## src/verilog/pin_ctrl_pkg.sv

```systemverilog
package pin_ctrl_pkg;
  // ----------------------------------------
  // Clocking and timing
  // ----------------------------------------
  localparam int CLK_FREQ_HZ = 10_000_000;
  localparam int RTC_FREQ_HZ = 32_768;
  localparam int TICK_DIV = CLK_FREQ_HZ / RTC_FREQ_HZ;
  localparam int TICK_CNT_W = 9;
  localparam int GR_HOLD_S = 12;
  localparam int GR_HOLD_TICKS = GR_HOLD_S * RTC_FREQ_HZ;
  localparam int HOLD_CNT_W = 20;
  localparam int SEQ_PHASE_CYCLES = 16;
  localparam int SEQ_CNT_W = 5;
  // ----------------------------------------
  // Pins and widths
  // ----------------------------------------
  localparam int NUM_KEYS = 3;
  localparam int GR_KEY_IDX = 2;
  localparam int IRQ_W = 24;
  localparam logic GR_SEL_RESET = 1'b0;
  localparam logic [NUM_KEYS-1:0] KEYS_IDLE = 3'h7;
  // ----------------------------------------
  // Strap, ID and touch encodings
  // ----------------------------------------
  localparam logic [1:0] STRAP_GND = 2'h0;
  localparam logic [1:0] STRAP_DIGCORE = 2'h1;
  localparam logic [1:0] STRAP_CORE = 2'h2;
  localparam logic [1:0] UID_FLOAT = 2'h0;
  localparam logic [1:0] UID_GROUND = 2'h1;
  localparam logic [1:0] UID_FACTORY = 2'h2;
  localparam logic [1:0] TS_INACTIVE = 2'h0;
  localparam logic [1:0] TS_INTERRUPT = 2'h1;
  localparam logic [2:0] ADC_CH_FIRST_PLATE = 3'h4;
  localparam logic [2:0] ADC_CH_LIGHT = 3'h7;
  // ----------------------------------------
  // Global reset sequence
  // ----------------------------------------
  typedef enum logic [1:0] {ST_ON, ST_DOWN, ST_LOAD, ST_UP} gr_state_t;
endpackage

```

## src/verilog/edge_if.sv

```systemverilog
`timescale 1ns/1ns
interface edge_if #(parameter int W = 1);
  logic [W-1:0] level;
  logic [W-1:0] rise;
  logic [W-1:0] fall;
  modport src (output level, output rise, output fall);
  modport dst (input level, input rise, input fall);
endinterface

```

## src/verilog/pin_sync.sv

```systemverilog
`timescale 1ns/1ns
module pin_sync #(
  parameter int W = 1,
  parameter logic [W-1:0] IDLE = '0
)(
  // Clock and reset
  input wire logic clk,
  input wire logic rst_n,
  input wire logic ce,
  input wire logic en,
  // Raw pins and synchronised view
  input wire logic [W-1:0] pin,
  edge_if.src sig
);
  logic [W-1:0] s1;
  logic [W-1:0] s2;
  logic [W-1:0] s3;

  always_ff @(posedge clk or negedge rst_n)
  begin
    if (!rst_n)
    begin
      s1 <= IDLE;
      s2 <= IDLE;
      s3 <= IDLE;
    end
    else if (ce && en)
    begin
      s1 <= pin;
      s2 <= s1;
      s3 <= s2;
    end
  end

  // Edges stand until the next enabled cycle
  assign sig.level = s2;
  assign sig.rise = s2 & ~s3;
  assign sig.fall = ~s2 & s3;
endmodule

```

## src/verilog/press_timer.sv

```systemverilog
`timescale 1ns/1ns
module press_timer
  import pin_ctrl_pkg::*;
#(
  parameter int HOLD = GR_HOLD_TICKS,
  parameter int IDX = GR_KEY_IDX
)(
  // Clock and reset
  input wire logic clk,
  input wire logic rst_n,
  input wire logic ce,
  input wire logic tick,
  // Synchronised keys
  edge_if.dst keys,
  // Release classification
  output logic long_held,
  output logic rel_long,
  output logic rel_short
);
  logic [HOLD_CNT_W-1:0] hold_cnt;
  wire pressed = !keys.level[IDX];
  wire saturated = &hold_cnt;
  wire over_hold = hold_cnt > HOLD_CNT_W'(HOLD);
  wire released = tick && keys.rise[IDX];

  always_ff @(posedge clk or negedge rst_n)
  begin
    if (!rst_n)
    begin
      hold_cnt <= '0;
      long_held <= 1'b0;
      rel_long <= 1'b0;
      rel_short <= 1'b0;
    end
    else if (ce)
    begin
      if (tick)
        hold_cnt <= pressed ? (saturated ? hold_cnt : hold_cnt + 1'b1) : '0;
      long_held <= over_hold;
      rel_long <= released && over_hold;
      rel_short <= released && !over_hold;
    end
  end
endmodule

```

## src/verilog/pmic_control_pin_logic.sv

```systemverilog
`timescale 1ns/1ns
// Notes on behaviour
// - Alert high while unmasked interrupt pending.
// - Pulled-down turn-on input counts as key press.
// - Global reset select bit resets to zero.
// - Active-low variant: zero enables global reset.
// - Active-high variant: one enables global reset.
// - Select bit writable in every state except ST_LOAD, which restores default.
// - Global reset: down, charger off, defaults, up.
// - Global reset only after hold over 12s, release.
// - Shorter low pulse is plain turn-on event.
// - Power-up select straps choose start-up supplies.
// - Mode strap: ground, digital core, core decode.
// - Chip select low at cold start: SPI.
// - Chip select high at cold start: I2C, ignored.
// - Weak pull-down on chip select; host holds low.
// - I2C uses clock pin and read pin.
// - Write pin strap gives I2C address bit.
// - USB ID floating, grounded, factory sense bits.
// - Source bit set connects bus power to regulator.
// - Inactive touch plates are ADC channels 4-7.
// - Touch interrupt mode biases X, grounds Y.
// - Rising trigger edge starts ADC conversion.
// - Channel 7 offers second input on output four.
module pmic_control_pin_logic #(
  parameter bit GR_PRESENT = 1'b1,
  parameter bit ACTIVE_LOW_SEL = 1'b1,
  parameter int HOLD_TICKS = pin_ctrl_pkg::GR_HOLD_TICKS,
  parameter int SEQ_CYCLES = pin_ctrl_pkg::SEQ_PHASE_CYCLES
)(
  // Clock, reset, enable
  input wire logic clk,
  input wire logic rst_n,
  input wire logic ce,
  // Interrupt to processor
  input wire logic [pin_ctrl_pkg::IRQ_W-1:0] irq_pending,
  input wire logic [pin_ctrl_pkg::IRQ_W-1:0] irq_mask,
  output logic alert,
  // Turn-on keys
  input wire logic [pin_ctrl_pkg::NUM_KEYS-1:0] turn_on_key_inputs,
  output logic turn_on_event,
  // Global reset
  input wire logic global_reset_select_wr,
  input wire logic global_reset_select_wdata,
  output logic global_reset_select_bit,
  output logic power_on,
  output logic charger_allowed,
  output logic registers_to_default,
  // Start-up straps
  input wire logic power_up_select_pin_one,
  input wire logic power_up_select_pin_two,
  input wire logic [1:0] mode_strap_level,
  output logic [1:0] power_up_select,
  output logic mode_normal,
  output logic mode_usb_lp_boot,
  output logic mode_test,
  // Host interface pins
  input wire logic cs_pin,
  input wire logic sclk_pin,
  input wire logic mosi_pin,
  input wire logic miso_pin_in,
  output logic miso_pin_out,
  output logic miso_pin_oe,
  output logic cs_pulldown_en,
  output logic host_if_i2c,
  output logic i2c_addr_a0,
  // Serial cores
  input wire logic spi_miso_data,
  input wire logic spi_miso_drive,
  input wire logic i2c_sda_drive,
  output logic spi_cs,
  output logic spi_sclk,
  output logic spi_mosi,
  output logic i2c_scl,
  output logic i2c_sda_in,
  // USB
  input wire logic [1:0] usb_id_level,
  input wire logic usb_regulator_source_bit,
  output logic usb_id_floating,
  output logic usb_id_grounded,
  output logic usb_id_factory,
  output logic usb_bus_power_switch,
  // Touch screen and ADC
  input wire logic [1:0] ts_mode,
  input wire logic [2:0] adc_channel,
  input wire logic general_output_four_adc_select,
  input wire logic conversion_trigger_pin,
  output logic [3:0] ts_plate_to_adc,
  output logic second_light_sensor_input,
  output logic ts_x_bias_en,
  output logic ts_y_ground_en,
  output logic adc_start
);
  import pin_ctrl_pkg::*;

  // ----------------------------------------
  // 32k tick
  // ----------------------------------------
  logic [TICK_CNT_W-1:0] tick_cnt;
  logic tick;
  wire tick_wrap = tick_cnt == TICK_CNT_W'(TICK_DIV - 1);

  always_ff @(posedge clk or negedge rst_n)
  begin
    if (!rst_n)
    begin
      tick_cnt <= '0;
      tick <= 1'b0;
    end
    else if (ce)
    begin
      tick_cnt <= tick_wrap ? '0 : tick_cnt + 1'b1;
      tick <= tick_wrap;
    end
  end

  // ----------------------------------------
  // Pin synchronisers and press timer
  // ----------------------------------------
  edge_if #(.W(NUM_KEYS)) key_sig();
  edge_if #(.W(1)) trig_sig();
  logic long_held;
  logic rel_long;
  logic rel_short;

  pin_sync #(.W(NUM_KEYS), .IDLE(KEYS_IDLE)) u_key_sync (
    .clk(clk),
    .rst_n(rst_n),
    .ce(ce),
    .en(tick),
    .pin(turn_on_key_inputs),
    .sig(key_sig.src)
  );

  pin_sync #(.W(1), .IDLE(1'b0)) u_trig_sync (
    .clk(clk),
    .rst_n(rst_n),
    .ce(ce),
    .en(1'b1),
    .pin(conversion_trigger_pin),
    .sig(trig_sig.src)
  );

  press_timer #(.HOLD(HOLD_TICKS), .IDX(GR_KEY_IDX)) u_press (
    .clk(clk),
    .rst_n(rst_n),
    .ce(ce),
    .tick(tick),
    .keys(key_sig.dst),
    .long_held(long_held),
    .rel_long(rel_long),
    .rel_short(rel_short)
  );

  // ----------------------------------------
  // Decode
  // ----------------------------------------
  gr_state_t state;
  gr_state_t next_state;
  logic [SEQ_CNT_W-1:0] seq_cnt;
  logic strap_done;
  wire phase_done = seq_cnt == SEQ_CNT_W'(SEQ_CYCLES - 1);
  wire gr_armed = GR_PRESENT && (ACTIVE_LOW_SEL ? !global_reset_select_bit : global_reset_select_bit);
  wire gr_fire = rel_long && gr_armed;
  wire key_press = tick && |key_sig.fall;
  wire strap_latch = !strap_done || state == ST_LOAD;
  wire next_alert = |(irq_pending & ~irq_mask);
  wire light2_sel = general_output_four_adc_select && adc_channel == ADC_CH_LIGHT;
  wire plates_free = ts_mode == TS_INACTIVE && adc_channel >= ADC_CH_FIRST_PLATE;
  wire [3:0] next_plate = (plates_free && !light2_sel) ? 4'h1 << adc_channel[1:0] : 4'h0;
  wire ts_int = ts_mode == TS_INTERRUPT;

  always_comb
  begin
    next_state = state;
    unique case (state)
      ST_ON: if (gr_fire) next_state = ST_DOWN;
      ST_DOWN: if (phase_done) next_state = ST_LOAD;
      ST_LOAD: next_state = ST_UP;
      ST_UP: if (phase_done) next_state = ST_ON;
    endcase
  end

  // ----------------------------------------
  // Global reset sequence
  // ----------------------------------------
  always_ff @(posedge clk or negedge rst_n)
  begin
    if (!rst_n)
    begin
      state <= ST_ON;
      seq_cnt <= '0;
      power_on <= 1'b1;
      charger_allowed <= 1'b1;
      registers_to_default <= 1'b0;
      global_reset_select_bit <= GR_SEL_RESET;
    end
    else if (ce)
    begin
      state <= next_state;
      seq_cnt <= (next_state != state) ? '0 : seq_cnt + 1'b1;
      power_on <= next_state == ST_ON || next_state == ST_UP;
      charger_allowed <= next_state == ST_ON;
      registers_to_default <= next_state == ST_LOAD;
      if (state == ST_LOAD)
        global_reset_select_bit <= GR_SEL_RESET;
      else if (global_reset_select_wr)
        global_reset_select_bit <= global_reset_select_wdata;
    end
  end

  // ----------------------------------------
  // Cold-start straps
  // ----------------------------------------
  always_ff @(posedge clk or negedge rst_n)
  begin
    if (!rst_n)
    begin
      strap_done <= 1'b0;
      power_up_select <= 2'h0;
      mode_normal <= 1'b1;
      mode_usb_lp_boot <= 1'b0;
      mode_test <= 1'b0;
      host_if_i2c <= 1'b0;
      i2c_addr_a0 <= 1'b0;
    end
    else if (ce && strap_latch)
    begin
      strap_done <= 1'b1;
      power_up_select <= {power_up_select_pin_two, power_up_select_pin_one};
      mode_normal <= mode_strap_level == STRAP_GND;
      mode_usb_lp_boot <= mode_strap_level == STRAP_DIGCORE;
      mode_test <= mode_strap_level == STRAP_CORE;
      host_if_i2c <= cs_pin;
      i2c_addr_a0 <= mosi_pin;
    end
  end

  // ----------------------------------------
  // Host pin routing
  // ----------------------------------------
  always_ff @(posedge clk or negedge rst_n)
  begin
    if (!rst_n)
    begin
      cs_pulldown_en <= 1'b0;
      spi_cs <= 1'b0;
      spi_sclk <= 1'b0;
      spi_mosi <= 1'b0;
      i2c_scl <= 1'b1;
      i2c_sda_in <= 1'b1;
      miso_pin_out <= 1'b0;
      miso_pin_oe <= 1'b0;
    end
    else if (ce)
    begin
      cs_pulldown_en <= 1'b1;
      spi_cs <= !host_if_i2c && cs_pin;
      spi_sclk <= !host_if_i2c && sclk_pin;
      spi_mosi <= !host_if_i2c && mosi_pin;
      i2c_scl <= host_if_i2c ? sclk_pin : 1'b1;
      i2c_sda_in <= host_if_i2c ? miso_pin_in : 1'b1;
      miso_pin_out <= host_if_i2c ? 1'b0 : spi_miso_data;
      miso_pin_oe <= host_if_i2c ? i2c_sda_drive : spi_miso_drive;
    end
  end

  // ----------------------------------------
  // Alert, events, USB and touch screen
  // ----------------------------------------
  always_ff @(posedge clk or negedge rst_n)
  begin
    if (!rst_n)
    begin
      alert <= 1'b0;
      turn_on_event <= 1'b0;
      adc_start <= 1'b0;
      usb_id_floating <= 1'b0;
      usb_id_grounded <= 1'b0;
      usb_id_factory <= 1'b0;
      usb_bus_power_switch <= 1'b0;
      ts_plate_to_adc <= 4'h0;
      second_light_sensor_input <= 1'b0;
      ts_x_bias_en <= 1'b0;
      ts_y_ground_en <= 1'b0;
    end
    else if (ce)
    begin
      alert <= next_alert;
      turn_on_event <= key_press;
      adc_start <= trig_sig.rise[0];
      usb_id_floating <= usb_id_level == UID_FLOAT;
      usb_id_grounded <= usb_id_level == UID_GROUND;
      usb_id_factory <= usb_id_level == UID_FACTORY;
      usb_bus_power_switch <= usb_regulator_source_bit;
      ts_plate_to_adc <= next_plate;
      second_light_sensor_input <= light2_sel;
      ts_x_bias_en <= ts_int;
      ts_y_ground_en <= ts_int;
    end
  end
endmodule

```

## config.mk

```make
export PLATFORM = sky130hd
export DESIGN_NAME = pmic_control_pin_logic
export DESIGN_NICKNAME = d
export VERILOG_FILES = /design/src/verilog/pin_ctrl_pkg.sv /design/src/verilog/edge_if.sv /design/src/verilog/pin_sync.sv /design/src/verilog/press_timer.sv /design/src/verilog/pmic_control_pin_logic.sv
export SDC_FILE = /design/constraint.sdc
export NUM_CORES = 1
export LEC_CHECK = 0
export BUFFER_PORTS_ARGS = -buffer_cell sky130_fd_sc_hd__buf_2
export CAP_MARGIN = 10
export CORE_ASPECT_RATIO = 0.9
export CORE_MARGIN = 2
export CORE_UTILIZATION = 27
export CTS_CLUSTER_SIZE = 8
export DETAILED_ROUTE_END_ITERATION = 8
export GPL_TIMING_DRIVEN = 0
export SETUP_SLACK_MARGIN = 0.02
export SLEW_MARGIN = 5
export SYNTH_ARGS = -nofsm -noshare
export SYNTH_HDL_FRONTEND = slang
export SYNTH_HIERARCHICAL = 1
export SYNTH_SLANG_ARGS = --single-unit
```

## constraint.sdc

```tcl
create_clock -name clk -period 2.53 [get_ports clk]
set_clock_uncertainty 0.05 [all_clocks]
set_input_delay 0 -clock clk [delete_from_list [all_inputs] [get_ports clk]]
set_output_delay 0 -clock clk [all_outputs]
set_load 0.1 [all_outputs]
```

==> flow_metrics.env <==
export IMPL_cts_tree="built"
export IMPL_post_route_period_util=0.863
export IMPL_vias_per_cell=4.71
export IMPL_status="complete, no violations"
export IMPL_cap_violations=0
export IMPL_grt_max_degree=55
export IMPL_combPwrFrac=0.365
export IMPL_io_pins=110
export IMPL_rows=43
export IMPL_timing_slew_headroom=0.542
export IMPL_ctsHtreeMaxLevel=3
export IMPL_ys_warn_count=6
export IMPL_area_delta_synth_final_pct=35.0
export IMPL_pwr_share_seq=0.380
export IMPL_worst_slew_pin_slew_ps=681
export IMPL_grt_pass1_vias=3665
export IMPL_p_clk_frac=0.255
export IMPL_holdCritStartpoint="irq_mask[21]"
export IMPL_finalSetupTns_ps=0
export IMPL_syn_nets=514
export IMPL_vias=3722
export IMPL_switching_power_mw=2.08
export IMPL_grt_total_usage=0.134
export IMPL_root_buffer="clkbuf_16"
export IMPL_buffer_ports_inserted=109
export IMPL_syn_inst=429
export IMPL_first_pass_iters=4
export IMPL_num_antenna_cells=0
export IMPL_dp_cells=741
export IMPL_grt_pass1_wl_mm=17.7
export IMPL_setup_viol_count_final=0
export IMPL_insertion_delay_ps=340
export IMPL_drc=0
export IMPL_clockBufferDepth=2
export IMPL_p_int_mw=2.97
export IMPL_startpoint="u_press/hold_cnt[0]$_DFFE_PN0P_"
export IMPL_grt_ovfl_total=0
export IMPL_ant_nets=0
export IMPL_r2r_start="u_press/hold_cnt[0]$_DFFE_PN0P_"
export IMPL_cp_end_kind="register"
export IMPL_switching_share=0.412
export IMPL_grt_antenna_before_repair=0
export IMPL_dpl_hpwl_mm=7.50
export IMPL_final_layout_size_suffix_gt1_frac=0.306
export IMPL_crit_type="register to register"
export IMPL_fmax_ghz=0.458
export IMPL_cts_setup_buffers=0
export IMPL_p_per_area_mw_per_mm2=893
export IMPL_globalplace_congestion=0.895
export IMPL_cts_inserted_buffers=9
export IMPL_syn_avg_cell_area_um2=9.77
export IMPL_drt_iter0_drc=178
export IMPL_slew_violations=0
export IMPL_required_ps=2680
export IMPL_fin_crit_ps=2180
export IMPL_min_path_type="input port to register"
export IMPL_leakage_nw=2.68
export IMPL_worstPathArrival_ps=2330
export IMPL_hold_viol=0
export IMPL_syn_cell_area_mm2=0.00419
export IMPL_peakVddDrop_v=0.000695
export IMPL_drt_total_wl_mm=10.3
export IMPL_routedWlPerCell_um=13.0
export IMPL_start_util=0.274
export IMPL_worstSetupStartpointType="register"
export IMPL_nNetsFinal=668
export IMPL_placeableCoreArea_mm2=0.0153
export IMPL_fp_dieW_um=135
export IMPL_instances_no_fill=790
export IMPL_cts_sinks=83
export IMPL_worst_path_max_fanout=10
export IMPL_dieArea_mm2=0.0165
export IMPL_rsz0062_at_grt="false"
export IMPL_die_y_um=122
export IMPL_finalPower_mw=5.05
export IMPL_clkTransAtPathRegs_ps=60
-- cell usage in the layout, fill, tap and decap left out, types with 7 or more instances in the layout --
master           n
nand2b_1        10
a21oi_1         17
o21ai_0         28
inv_1           49
ha_1             8
buf_2          113
nand3_1         14
mux2i_1         10
dlygate4sd3_1   34
dfstp_2         14
mux2_2          21
dfrtp_1         69
clkbuf_16        9
nand4_1         11
nor2b_1          9
and3_1           8
nand2_1         31
o22ai_1         15
nor4_1           7
nor2_1          24
-- power groups by stage --
stage / registers (mW) / clock network, mW / logic, mW
floorplan: 2.75 / 0 / 0.594
global placement: 1.92 / 0 / 1.77
detailed placement: 1.93 / 0 / 1.80
CTS: 1.92 / 1.34 / 1.86
global route: 1.98 / 1.38 / 1.98
finish: 1.92 / 1.29 / 1.84
-- through the flow --
step	worst slack, ps	hold WS [ps]	util	instance area [µm²]
final	347	16.7	0.370	5660
after CTS	120	5.07	0.371	5660
after global placement	400	124	0.327	4990
after floorplan	542	-346	-	4190
after global routing	135	63.1	0.370	5660
after detailed placement	351	-81.5	0.329	5020
-- metal layers --
metal / routed length [µm] / share of wire / GRT usage
met1: 4390 / 0.43 / 0.159
met2: 5040 / 0.49 / 0.230
met3: 698 / 0.068 / 0.0339
met4: 184 / 0.018 / 0.0612
met5: 0 / 0 / 0
-- final timing paths --
kind / slack (ps) / end / cells past startpoint
worst max-delay path: 350 / u_press/hold_cnt[6]$_DFFE_PN0P_ / 7
worst min-delay path: 20 / alert$_DFFE_PN0P_ / 4
worst max register to register: 350 / u_press/hold_cnt[6]$_DFFE_PN0P_ / 7
worst min register to register: 410 / power_on$_DFFE_PN1P_ / 2
max in group asynchronous: 1680 / u_key_sync/s3[1]$_DFFE_PN1P_ / 3
min in group asynchronous: 90 / u_press/hold_cnt[0]$_DFFE_PN0P_ / 2
-- critical path, cell delays in order, from the launching register on --
cell     delay (ps)
dfrtp_1         430
ha_1            240
nand3_1         140
or4_4           550
o211a_1         230
buf_6           140
a41oi_1         210
a31oi_1          60
-- layout make-up --
class / count / area [µm²]
sequential: 83 / 2090
multi-input combinational: 280 / 1820
clock buffer: 13 / 280
inverter: 49 / 184
fill: 1547 / 9620
timing repair buffer: 144 / 916
tap: 202 / 253
buffer: 16 / 90.1
clock inverter: 3 / 20.0
-- state kept, by name, summed over array words and instances (netlist names), 2 cells and up --
register	count
seq_cnt	5
u_press/hold_cnt	20
u_key_sync/sig.level	3
tick_cnt	9
state	2
power_up_select	2
ts_plate_to_adc	4
u_key_sync/s3	3
u_key_sync/s1	3
-- timing repair --
action,4_1_cts,5_1_grt
endpoints found under the setup margin,0,1
gates resized for setup,0,1
endpoints found under the hold margin,101,0
hold buffers,34,0
No activity file was read; power rests on OpenSTA's default activity.
